**src/core/l2_parity_pkg.sv**
```systemverilog
// Purpose: Shared constants and types for the level-2 data RAM parity checker.
// Assumes: 32-bit APB register bus, one aligned word per register.
// Notes:   Offsets are byte addresses.
package l2_parity_pkg;

    localparam int unsigned DATA_W   = 256;
    localparam int unsigned PARITY_W = 32;
    localparam int unsigned LAT_W    = 3;
    localparam int unsigned FLAG_W   = 2;
    localparam int unsigned COUNT_W  = 16;

    localparam logic [11:0] AUX_CTRL_OFFSET   = 12'h000;
    localparam logic [11:0] DATA_LAT_OFFSET   = 12'h004;
    localparam logic [11:0] RAW_STATUS_OFFSET = 12'h008;
    localparam logic [11:0] MASKED_OFFSET     = 12'h00C;
    localparam logic [11:0] IRQ_MASK_OFFSET   = 12'h010;
    localparam logic [11:0] SYNDROME_OFFSET   = 12'h014;
    localparam logic [11:0] FAULT_CNT_OFFSET  = 12'h018;
    localparam logic [11:0] CHECK_CNT_OFFSET  = 12'h01C;

    localparam int unsigned PARITY_EN_BIT = 21;
    localparam int unsigned LAT_LSB       = 4;
    localparam int unsigned FLAG_LSB      = 6;

    localparam logic              PARITY_EN_RESET = 1'b0;
    localparam logic [LAT_W-1:0]  LAT_RESET       = 3'h0;
    localparam logic [FLAG_W-1:0] MASK_RESET      = 2'h0;

    // System interrupt controller line that the parity interrupt feeds.
    localparam int unsigned PARITY_IRQ_NUMBER = 125;

    typedef enum logic [3:0] {
        REG_AUX_CTRL,
        REG_DATA_LAT,
        REG_RAW_STATUS,
        REG_MASKED,
        REG_IRQ_MASK,
        REG_SYNDROME,
        REG_FAULT_CNT,
        REG_CHECK_CNT,
        REG_NONE
    } reg_sel_t;

    typedef struct packed {
        logic [DATA_W-1:0]   cache_read_word;
        logic [PARITY_W-1:0] stored_parity_word;
    } ram_return_t;

    typedef struct packed {
        logic        psel;
        logic        penable;
        logic        pwrite;
        logic [11:0] paddr;
        logic [31:0] pwdata;
    } apb_req_t;

endpackage

```
**src/core/parity_compare.sv**
```systemverilog
// Purpose: Per-byte parity compare of a data RAM read word.
// Assumes: One stored parity bit for each byte of the read word.
// Notes:   Purely combinational; the caller decides when to sample it.
`timescale 1ns/1ps
`default_nettype none
module parity_compare #(
    parameter int unsigned DATA_W   = l2_parity_pkg::DATA_W,
    parameter int unsigned PARITY_W = l2_parity_pkg::PARITY_W
) (
    input  wire logic [DATA_W-1:0]   data,
    input  wire logic [PARITY_W-1:0] parity,
    input  wire logic                odd_parity,
    output logic      [PARITY_W-1:0] mismatch
);
    localparam int unsigned LANE_W = DATA_W / PARITY_W;

    genvar g;
    generate
        for (g = 0; g < PARITY_W; g++) begin : g_lane
            assign mismatch[g] = (^data[g*LANE_W +: LANE_W]) ^ odd_parity
                                 ^ parity[g];
        end
    endgenerate
endmodule
`default_nettype wire

```
**src/core/sticky_status.sv**
```systemverilog
// Purpose: Sticky event bits with write-one-to-clear, mask and one level irq.
// Assumes: Set and clear may arrive in the same cycle.
// Notes:   A set in the clear cycle wins, so no event is lost.
`timescale 1ns/1ps
`default_nettype none
module sticky_status #(
    parameter int unsigned W = l2_parity_pkg::FLAG_W
) (
    input  wire logic         pclk,
    input  wire logic         presetn,
    input  wire logic [W-1:0] set,
    input  wire logic         clear_we,
    input  wire logic [W-1:0] clear_bits,
    input  wire logic [W-1:0] mask,
    output logic      [W-1:0] raw,
    output logic      [W-1:0] masked,
    output logic              irq
);
    logic [W-1:0] next_raw;

    always_comb begin
        next_raw = raw;
        if (clear_we) begin
            next_raw = next_raw & ~clear_bits;
        end
        next_raw = next_raw | set;
    end

    always_ff @(posedge pclk or negedge presetn) begin
        if (!presetn) begin
            raw <= '0;
        end else begin
            raw <= next_raw;
        end
    end

    assign masked = raw & mask;
    assign irq    = |masked;
endmodule
`default_nettype wire

```
**src/core/l2_data_ram_parity_check.sv**
```systemverilog
// Purpose: Data RAM parity checker of a level-2 cache controller with APB
//          control and status registers and one parity interrupt.
// Assumes: read_req pulses in the cycle a data RAM read is launched; the
//          word and its parity return latency+1 cycles later.
// Notes:   Reads may be issued back to back; each is checked once.
`timescale 1ns/1ps
`default_nettype none

// What this block does
// - Check parity only while enable bit 21 set.
// - Enable bit resets to zero, checking off.
// - Compare 256-bit word against 32 parity bits.
// - Mismatch shows in raw and masked status.
// - Read latency from bits 6:4 adds waits.
// - Sample compare only in the valid cycle.
// - Fault flags at bits 7:6 drive interrupt.
module l2_data_ram_parity_check #(
    parameter int unsigned LAT_W   = l2_parity_pkg::LAT_W,
    parameter int unsigned COUNT_W = l2_parity_pkg::COUNT_W
) (
    input  wire logic                           pclk,
    input  wire logic                           presetn,
    input  wire logic                           psel,
    input  wire logic                           penable,
    input  wire logic                           pwrite,
    input  wire logic [11:0]                    paddr,
    input  wire logic [31:0]                    pwdata,
    output logic      [31:0]                    prdata,
    output logic                                pready,
    output logic                                pslverr,
    input  wire logic                           read_req,
    input  wire l2_parity_pkg::ram_return_t     ram_return,
    output logic                                check_strobe,
    output logic      [l2_parity_pkg::FLAG_W-1:0] parity_fault_flags,
    output logic                                parity_irq
);
    localparam int unsigned DEPTH = 1 << LAT_W;
    localparam int unsigned FW    = l2_parity_pkg::FLAG_W;
    localparam int unsigned PW    = l2_parity_pkg::PARITY_W;
    localparam int unsigned HALF  = PW / 2;

    l2_parity_pkg::apb_req_t req;
    l2_parity_pkg::reg_sel_t sel;

    logic              parity_en;
    logic [LAT_W-1:0]  latency;
    logic [FW-1:0]     irq_mask;
    logic [FW-1:0]     raw_status;
    logic [FW-1:0]     masked_status;
    logic [PW-1:0]     syndrome;
    logic [COUNT_W-1:0] fault_count;
    logic [COUNT_W-1:0] check_count;
    logic [DEPTH-1:0]  pending;
    logic [PW-1:0]     lane_mismatch;
    logic              check_now;
    logic [FW-1:0]     fault_set;
    logic              wr_strobe;
    logic              setup_phase;

    // Maps a byte address to the register it selects.
    function automatic l2_parity_pkg::reg_sel_t decode(input logic [11:0] a);
        case (a)
            l2_parity_pkg::AUX_CTRL_OFFSET:   decode = l2_parity_pkg::REG_AUX_CTRL;
            l2_parity_pkg::DATA_LAT_OFFSET:   decode = l2_parity_pkg::REG_DATA_LAT;
            l2_parity_pkg::RAW_STATUS_OFFSET: decode = l2_parity_pkg::REG_RAW_STATUS;
            l2_parity_pkg::MASKED_OFFSET:     decode = l2_parity_pkg::REG_MASKED;
            l2_parity_pkg::IRQ_MASK_OFFSET:   decode = l2_parity_pkg::REG_IRQ_MASK;
            l2_parity_pkg::SYNDROME_OFFSET:   decode = l2_parity_pkg::REG_SYNDROME;
            l2_parity_pkg::FAULT_CNT_OFFSET:  decode = l2_parity_pkg::REG_FAULT_CNT;
            l2_parity_pkg::CHECK_CNT_OFFSET:  decode = l2_parity_pkg::REG_CHECK_CNT;
            default:                          decode = l2_parity_pkg::REG_NONE;
        endcase
    endfunction

    assign req.psel    = psel;
    assign req.penable = penable;
    assign req.pwrite  = pwrite;
    assign req.paddr   = paddr;
    assign req.pwdata  = pwdata;

    assign sel         = decode(req.paddr);
    assign setup_phase = req.psel && !req.penable;
    assign wr_strobe   = req.psel && req.penable && req.pwrite;

    // The slave never stretches a transfer; read data is ready from setup.
    assign pready  = 1'b1;
    assign pslverr = req.psel && req.penable
                     && (sel == l2_parity_pkg::REG_NONE);

    // Control registers.
    always_ff @(posedge pclk or negedge presetn) begin
        if (!presetn) begin
            parity_en <= l2_parity_pkg::PARITY_EN_RESET;
            latency   <= l2_parity_pkg::LAT_RESET;
            irq_mask  <= l2_parity_pkg::MASK_RESET;
        end else if (wr_strobe) begin
            case (sel)
                l2_parity_pkg::REG_AUX_CTRL: begin
                    parity_en <= req.pwdata[l2_parity_pkg::PARITY_EN_BIT];
                end
                l2_parity_pkg::REG_DATA_LAT: begin
                    latency <= req.pwdata[l2_parity_pkg::LAT_LSB +: LAT_W];
                end
                l2_parity_pkg::REG_IRQ_MASK: begin
                    irq_mask <= req.pwdata[l2_parity_pkg::FLAG_LSB +: FW];
                end
                default: begin
                end
            endcase
        end
    end

    // Each launched read walks down this line; bit k means k+1 cycles ago.
    always_ff @(posedge pclk or negedge presetn) begin
        if (!presetn) begin
            pending <= '0;
        end else begin
            pending <= {pending[DEPTH-2:0], read_req};
        end
    end

    // Only the tap that matches the programmed latency is looked at, so the
    // cycle before the data settles is never sampled.
    assign check_now    = pending[latency] && parity_en;
    assign check_strobe = check_now;

    parity_compare #(
        .DATA_W   (l2_parity_pkg::DATA_W),
        .PARITY_W (PW)
    ) u_compare (
        .data       (ram_return.cache_read_word),
        .parity     (ram_return.stored_parity_word),
        .odd_parity (1'b0),
        .mismatch   (lane_mismatch)
    );

    // Low flag covers the lower half of the word, high flag the upper half.
    assign fault_set = check_now
                       ? {|lane_mismatch[PW-1:HALF], |lane_mismatch[HALF-1:0]}
                       : '0;

    sticky_status #(
        .W (FW)
    ) u_status (
        .pclk       (pclk),
        .presetn    (presetn),
        .set        (fault_set),
        .clear_we   (wr_strobe && (sel == l2_parity_pkg::REG_RAW_STATUS)),
        .clear_bits (req.pwdata[l2_parity_pkg::FLAG_LSB +: FW]),
        .mask       (irq_mask),
        .raw        (raw_status),
        .masked     (masked_status),
        .irq        (parity_irq)
    );

    assign parity_fault_flags = raw_status;

    // Lane pattern of the most recent failing check.
    always_ff @(posedge pclk or negedge presetn) begin
        if (!presetn) begin
            syndrome <= '0;
        end else if (|fault_set) begin
            syndrome <= lane_mismatch;
        end
    end

    // Saturating fault counter; a write clears it, or loads one if a fault lands in the same cycle.
    always_ff @(posedge pclk or negedge presetn) begin
        if (!presetn) begin
            fault_count <= '0;
        end else if (|fault_set) begin
            if (wr_strobe && (sel == l2_parity_pkg::REG_FAULT_CNT)) begin
                fault_count <= COUNT_W'(1);
            end else if (fault_count != '1) begin
                fault_count <= fault_count + COUNT_W'(1);
            end
        end else if (wr_strobe && (sel == l2_parity_pkg::REG_FAULT_CNT)) begin
            fault_count <= '0;
        end
    end

    // Saturating count of checks performed.
    always_ff @(posedge pclk or negedge presetn) begin
        if (!presetn) begin
            check_count <= '0;
        end else if (check_now) begin
            if (wr_strobe && (sel == l2_parity_pkg::REG_CHECK_CNT)) begin
                check_count <= COUNT_W'(1);
            end else if (check_count != '1) begin
                check_count <= check_count + COUNT_W'(1);
            end
        end else if (wr_strobe && (sel == l2_parity_pkg::REG_CHECK_CNT)) begin
            check_count <= '0;
        end
    end

    // Read data is captured in the setup cycle and held through access.
    always_ff @(posedge pclk or negedge presetn) begin
        if (!presetn) begin
            prdata <= '0;
        end else if (setup_phase && !req.pwrite) begin
            prdata <= '0;
            case (sel)
                l2_parity_pkg::REG_AUX_CTRL: begin
                    prdata[l2_parity_pkg::PARITY_EN_BIT] <= parity_en;
                end
                l2_parity_pkg::REG_DATA_LAT: begin
                    prdata[l2_parity_pkg::LAT_LSB +: LAT_W] <= latency;
                end
                l2_parity_pkg::REG_RAW_STATUS: begin
                    prdata[l2_parity_pkg::FLAG_LSB +: FW] <= raw_status;
                end
                l2_parity_pkg::REG_MASKED: begin
                    prdata[l2_parity_pkg::FLAG_LSB +: FW] <= masked_status;
                end
                l2_parity_pkg::REG_IRQ_MASK: begin
                    prdata[l2_parity_pkg::FLAG_LSB +: FW] <= irq_mask;
                end
                l2_parity_pkg::REG_SYNDROME: begin
                    prdata <= syndrome;
                end
                l2_parity_pkg::REG_FAULT_CNT: begin
                    prdata[COUNT_W-1:0] <= fault_count;
                end
                l2_parity_pkg::REG_CHECK_CNT: begin
                    prdata[COUNT_W-1:0] <= check_count;
                end
                default: begin
                end
            endcase
        end
    end
endmodule
`default_nettype wire

```
**config.mk**
```make
export PLATFORM = sky130hd
export DESIGN_NAME = l2_data_ram_parity_check
export DESIGN_NICKNAME = d
export VERILOG_FILES = /design/src/core/l2_parity_pkg.sv /design/src/core/parity_compare.sv /design/src/core/sticky_status.sv /design/src/core/l2_data_ram_parity_check.sv
export SDC_FILE = /design/constraint.sdc
export NUM_CORES = 1
export LEC_CHECK = 0
export ABC_CLOCK_PERIOD_IN_PS = 2000
export BUFFER_PORTS_ARGS = -buffer_cell sky130_fd_sc_hd__buf_2
export CORE_AREA = 2 2 145 147
export CTS_CLUSTER_DIAMETER = 50
export DETAILED_ROUTE_END_ITERATION = 7
export DIE_AREA = 0 0 147 149
export GPL_ROUTABILITY_DRIVEN = 0
export HOLD_SLACK_MARGIN = 0.08
export PLACE_DENSITY = 0.73
export SLEW_MARGIN = 20
export SYNTH_ARGS = -nofsm -noshare
export SYNTH_HDL_FRONTEND = slang
export SYNTH_HIERARCHICAL = 1
export SYNTH_SLANG_ARGS = --single-unit
```
**constraint.sdc**
```tcl
create_clock -name pclk -period 2 [get_ports pclk]
set_clock_uncertainty 0.15 [all_clocks]
set_input_delay 0.2 -clock pclk [delete_from_list [all_inputs] [get_ports pclk]]
set_output_delay 0.2 -clock pclk [all_outputs]
set_load 0.02 [all_outputs]
```
==> results.md <==
- The run finished, with violations left.
- The final reports fail on negative setup slack.
- The register bit total from synthesis is about 110.
- The number of slew-limit violations in the final report came to 0.
- Counting every instance in the synthesized netlist gives 760.
- The CTS tree is yes.
- The repair_antennas step left the layout with diodes totalling 0.
- Setup repair after global routing could not meet its margin everywhere.
- The sum of routed wire length over all layers is about 24 mm.
- The maximum root-to-sink buffer count is 2.
- The category of the most critical setup path is input port to flop.
- The final core utilization is a little under three fifths.
- The first-iteration detailed-routing DRC count is between 400 and 500.
- The count of nets left with antenna violations once routing finished came out at 0.
- The start point of the critical path is ram_return[110].
- The tightest min-delay check is of the input port to asynchronous set/reset pin type.
- The async set-reset flop share out of synthesis is 100%.
- The count of buffers added on input and output ports is around 350.
- Along the worst path, the maximum fanout reaches 5.
- The net count of the mapped netlist is 1100.
- Detailed routing inserted a total of around 7000 vias.
- In this run the worst setup path terminates at syndrome[31].
- After detailed routing, the average wire length per cell comes to between 15 and 20 µm.
- The slowest stage cell on the critical path is sky130_fd_sc_hd__xnor3_1.
- For this run, the leading register cell type out of synthesis is sky130_fd_sc_hd__dfrtp_1.
- The remaining design rule violation count is 0.
- In the layout the commonest cells are 343 x sky130_fd_sc_hd__buf_2, 214 x sky130_fd_sc_hd__xnor2_1, 111 x sky130_fd_sc_hd__dfrtp_1.
- The overall die area is 21900 µm².
- The synthesized area per cell is between 10 and 15 µm².
- For the worst setup path, the data required time is ~2.1 ns.
- Global routing used 21.6% of the available tracks across all layers.
- The standard-cell row count is 53.
- The endpoint of the worst register-to-register path is syndrome[31].
- The via count of the first global-routing pass came to approximately 7000.
- The first-pass detailed-route iteration total is 5.
- After floorplanning, the core was sized to cover between 20000 and 25000 µm².
- Entering global routing, the biggest net connects between 40 and 50 pins.
- The count of filler cells inserted in the layout is between 1500 and 2000.
- Sequential cells account for 36.8% of the total power.
- The area growth from synthesis to layout is 45.2%.
- After synthesis, the netlist uses between 50 and 60 different library cells.
- The portion of the post-synthesis area used by sequential elements is 34.4%.
- Once routing completed, OpenROAD measured the worst setup slack at -0.464 ns.
- The number of antenna violations at the first check in global routing is 0.
- Of the cells placed in the final design, the portion with a size suffix greater than 1 is a little under half.
- The global-route wire length before repair is 36.7 mm.
- The achievable clock frequency is roughly 400 MHz.
- The chip height is 149 µm.
- The number of max-capacitance violations reported is 0.
- The die width is 147 µm.
- The initial standard-cell utilization of the core is roughly two fifths.
- The signal on the critical path passes through buf_2, xnor2_1, xnor3_1, xnor2_2, nor4_2, buf_4, nand4_1, buf_4, nor2_4, buf_12, nor2_4, clkbuf_16, mux2_4.
- The residual overflow from global routing is 0.
- The critical path data arrival time is 2.56 ns.
- In this run, the combinational gates consume 39.3% of the power.
- Measured against its own limit, the worst slew margin works out to around 64%.
- The top-level port count is 376.
- After legalization and detailed placement, the total HPWL measured 18.6 mm.
- In the finished design, the share of the clock period the worst path needs comes to 123%.
- Clock-pin slew was measured on the worst setup and hold paths at 0.07 ns.
- The power consumption is about 0.0078 W.
- Using the TritonRoute via totals, the vias-per-cell ratio works out to a little under 5.
- Setup violations remaining at the end of the flow were counted as 67.
- In this run, synthesis inferred 0 flip-flops with an integrated enable.
- For the worst flop-to-flop path, the logic depth is 7.
- The clock network fraction of design power is 23.9%.
- The H-tree was split into 3 levels.
- The leakage power total is between 5 and 6 nW.
- At the pin with the least slew margin, the transition time is 0.541 ns.
- After the last flow step, the layout net total stands at 1526.
- The number of buffers created by CTS is 9.
- The most common library cell in the layout ignoring fill and taps is sky130_fd_sc_hd__buf_2.
- The register-to-register path setup slack is -0.39 ns.
- The hold violation count in the final report came to 0.
- For this design the ratio of total power to cell area is 661 nW/µm².
- The cell area that synthesis handed to floorplanning was approximately 8100 µm².
- The worst path in the final design needs a cycle of around 2.5 ns, including I/O delays and setup.
- The Yosys warning count is 6.
- For this run, the slowest stage of the critical path takes roughly 0.4 ns.
- The worst setup path is launched from an input port.
- Summed over all nets, the switching power comes to between 0.002 and 0.0025 W.
- For the worst-skew pair, the clock arrives at the later sink with an insertion delay of 0.36 ns.
- Net switching is a little under a third of the power.
- STA classifies the critical path endpoint as a flop.
- The launch point of the worst reg-to-reg path is latency[0].
- The total number of clock tree sinks is between 100 and 150.
- IR analysis of the VDD net gives a maximum drop of about 410 µV.
- The tree is rooted in a sky130_fd_sc_hd__clkbuf_16.
- Cell internal power was estimated by the tool at between 0.005 and 0.006 W.
[synth_stat cells, types with 4 or more instances]
| library cell | number | share of area, % |
|---|---|---|
| sky130_fd_sc_hd__dfrtp_1 | 112 | 34 |
| sky130_fd_sc_hd__clkbuf_1 | 16 | 0.74 |
| sky130_fd_sc_hd__nor2_1 | 40 | 1.8 |
| sky130_fd_sc_hd__mux2i_1 | 5 | 0.61 |
| sky130_fd_sc_hd__nand2_1 | 68 | 3.1 |
| sky130_fd_sc_hd__mux2_1 | 36 | 5.0 |
| sky130_fd_sc_hd__nor3_1 | 16 | 0.98 |
| sky130_fd_sc_hd__nor4_2 | 8 | 1.2 |
| sky130_fd_sc_hd__xnor2_1 | 239 | 26 |
| sky130_fd_sc_hd__buf_2 | 4 | 0.25 |
| sky130_fd_sc_hd__a21oi_1 | 8 | 0.49 |
| sky130_fd_sc_hd__o21ai_1 | 25 | 1.5 |
| sky130_fd_sc_hd__nor4_1 | 10 | 0.77 |
| sky130_fd_sc_hd__and3_1 | 8 | 0.61 |
| sky130_fd_sc_hd__buf_6 | 4 | 0.55 |
| sky130_fd_sc_hd__xnor3_1 | 32 | 8.8 |
| sky130_fd_sc_hd__xnor2_2 | 8 | 1.6 |
| sky130_fd_sc_hd__a222oi_1 | 12 | 1.5 |
| sky130_fd_sc_hd__nand3_1 | 14 | 0.86 |
| sky130_fd_sc_hd__and2_1 | 6 | 0.46 |
| sky130_fd_sc_hd__mux2_2 | 5 | 0.69 |
| sky130_fd_sc_hd__o21ai_0 | 11 | 0.68 |
| sky130_fd_sc_hd__nor2b_1 | 4 | 0.31 |
| sky130_fd_sc_hd__nand4_1 | 10 | 0.77 |
[state kept, by name, indices dropped and copies added, names as in the netlist]
| register | cells |
|---|---|
| prdata | 32 |
| syndrome | 32 |
| check_count | 16 |
| fault_count | 16 |
| pending | 8 |
| latency | 3 |
| irq_mask | 2 |
| u_status/raw | 2 |
| parity_en | 1 |
[timing repair]
item / 4_1_cts / 5_1_grt
endpoints found under the setup margin: 67 / 67
cloned: 2 / 1
setup buffers: 9 / 0
gates resized for setup: 24 / 35
pin swaps: 21 / 29
hold endpoints to repair: 82 / 0
hold buffers: 7 / 0
[stage by stage]
step	cells	hold WS, ns	setup slack (ns)	TNS [ns]	area (µm²)
floorplan	760	-0.246	-0.329	-14.87	8460
global placement	1431	0.0485	-1.07	-52.54	11000
detailed placement	1431	0.0497	-1.09	-54.35	11000
CTS	1465	0.205	-0.456	-23.12	11600
global route	1466	0.238	-0.540	-27.56	11800
finish	1466	0.190	-0.464	-21.81	11800
[per-layer routing]
metal / track usage (%) / vias to the layer above / part of all wire, %
met5: 0 / - / 0
met3: 4.10 / 23 / 7.1
met1: 28.8 / 3353 / 43
met2: 36.4 / 274 / 48
li1: - / 3456 / -
met4: 5.63 / 0 / 1.6
[area by class of cell]
cell class                 instances  area, µm²  area share, %
clock buffer                       9        225           1.90
clock inverter                     7       78.8          0.667
inverter                           4       15.0          0.127
multi-input combinational        614       5720           48.4
sequential                       112       2800           23.7
tap                              275        344           2.91
timing repair buffer             445       2640           22.3
[worst max-delay path: cells and delay by family]
family	cells	cell delay, ns
xor+xnor	3	0.79
mux	1	0.29
simple gates	4	0.55
buf+inv	5	0.72
[logic make-up (layout without fill, tap and decap cells)]
kind of cell,Yosys count,in the layout,synth area share [%]
DFF,112,112,34.4
muxes,48,48,6.84
xor gates and xnor gates,279,279,36.1
other,2,2,0.0922
buffers and inverters,36,465,2.70
and+or+nand+nor,208,210,13.6
adders and majority gates,2,2,0.307
AOI/OAI and AO/OA,73,73,5.85
[worst min-delay path by stage]
stage | from | to | slack, ns | cells past startpoint
4_1_cts | presetn | latency[1] | 0.21 | 2
3_5_place_dp | presetn | latency[1] | 0.05 | 1
6_report | presetn | latency[1] | 0.19 | 2
2_1_floorplan | presetn | check_count[0] | -0.25 | 0
3_3_place_gp | presetn | parity_en | 0.05 | 1
5_1_grt | presetn | latency[1] | 0.24 | 2
[power by group through the flow]
stage	combinational [W]	clock (W)	sequential (W)
floorplan	0.00174	0	0.00278
CTS	0.00299	0.00191	0.00287
detailed placement	0.00283	0	0.00290
global placement	0.00278	0	0.00290
global route	0.00330	0.00199	0.00291
finish	0.00307	0.00187	0.00288
No activity file was read; power rests on OpenSTA's default activity.
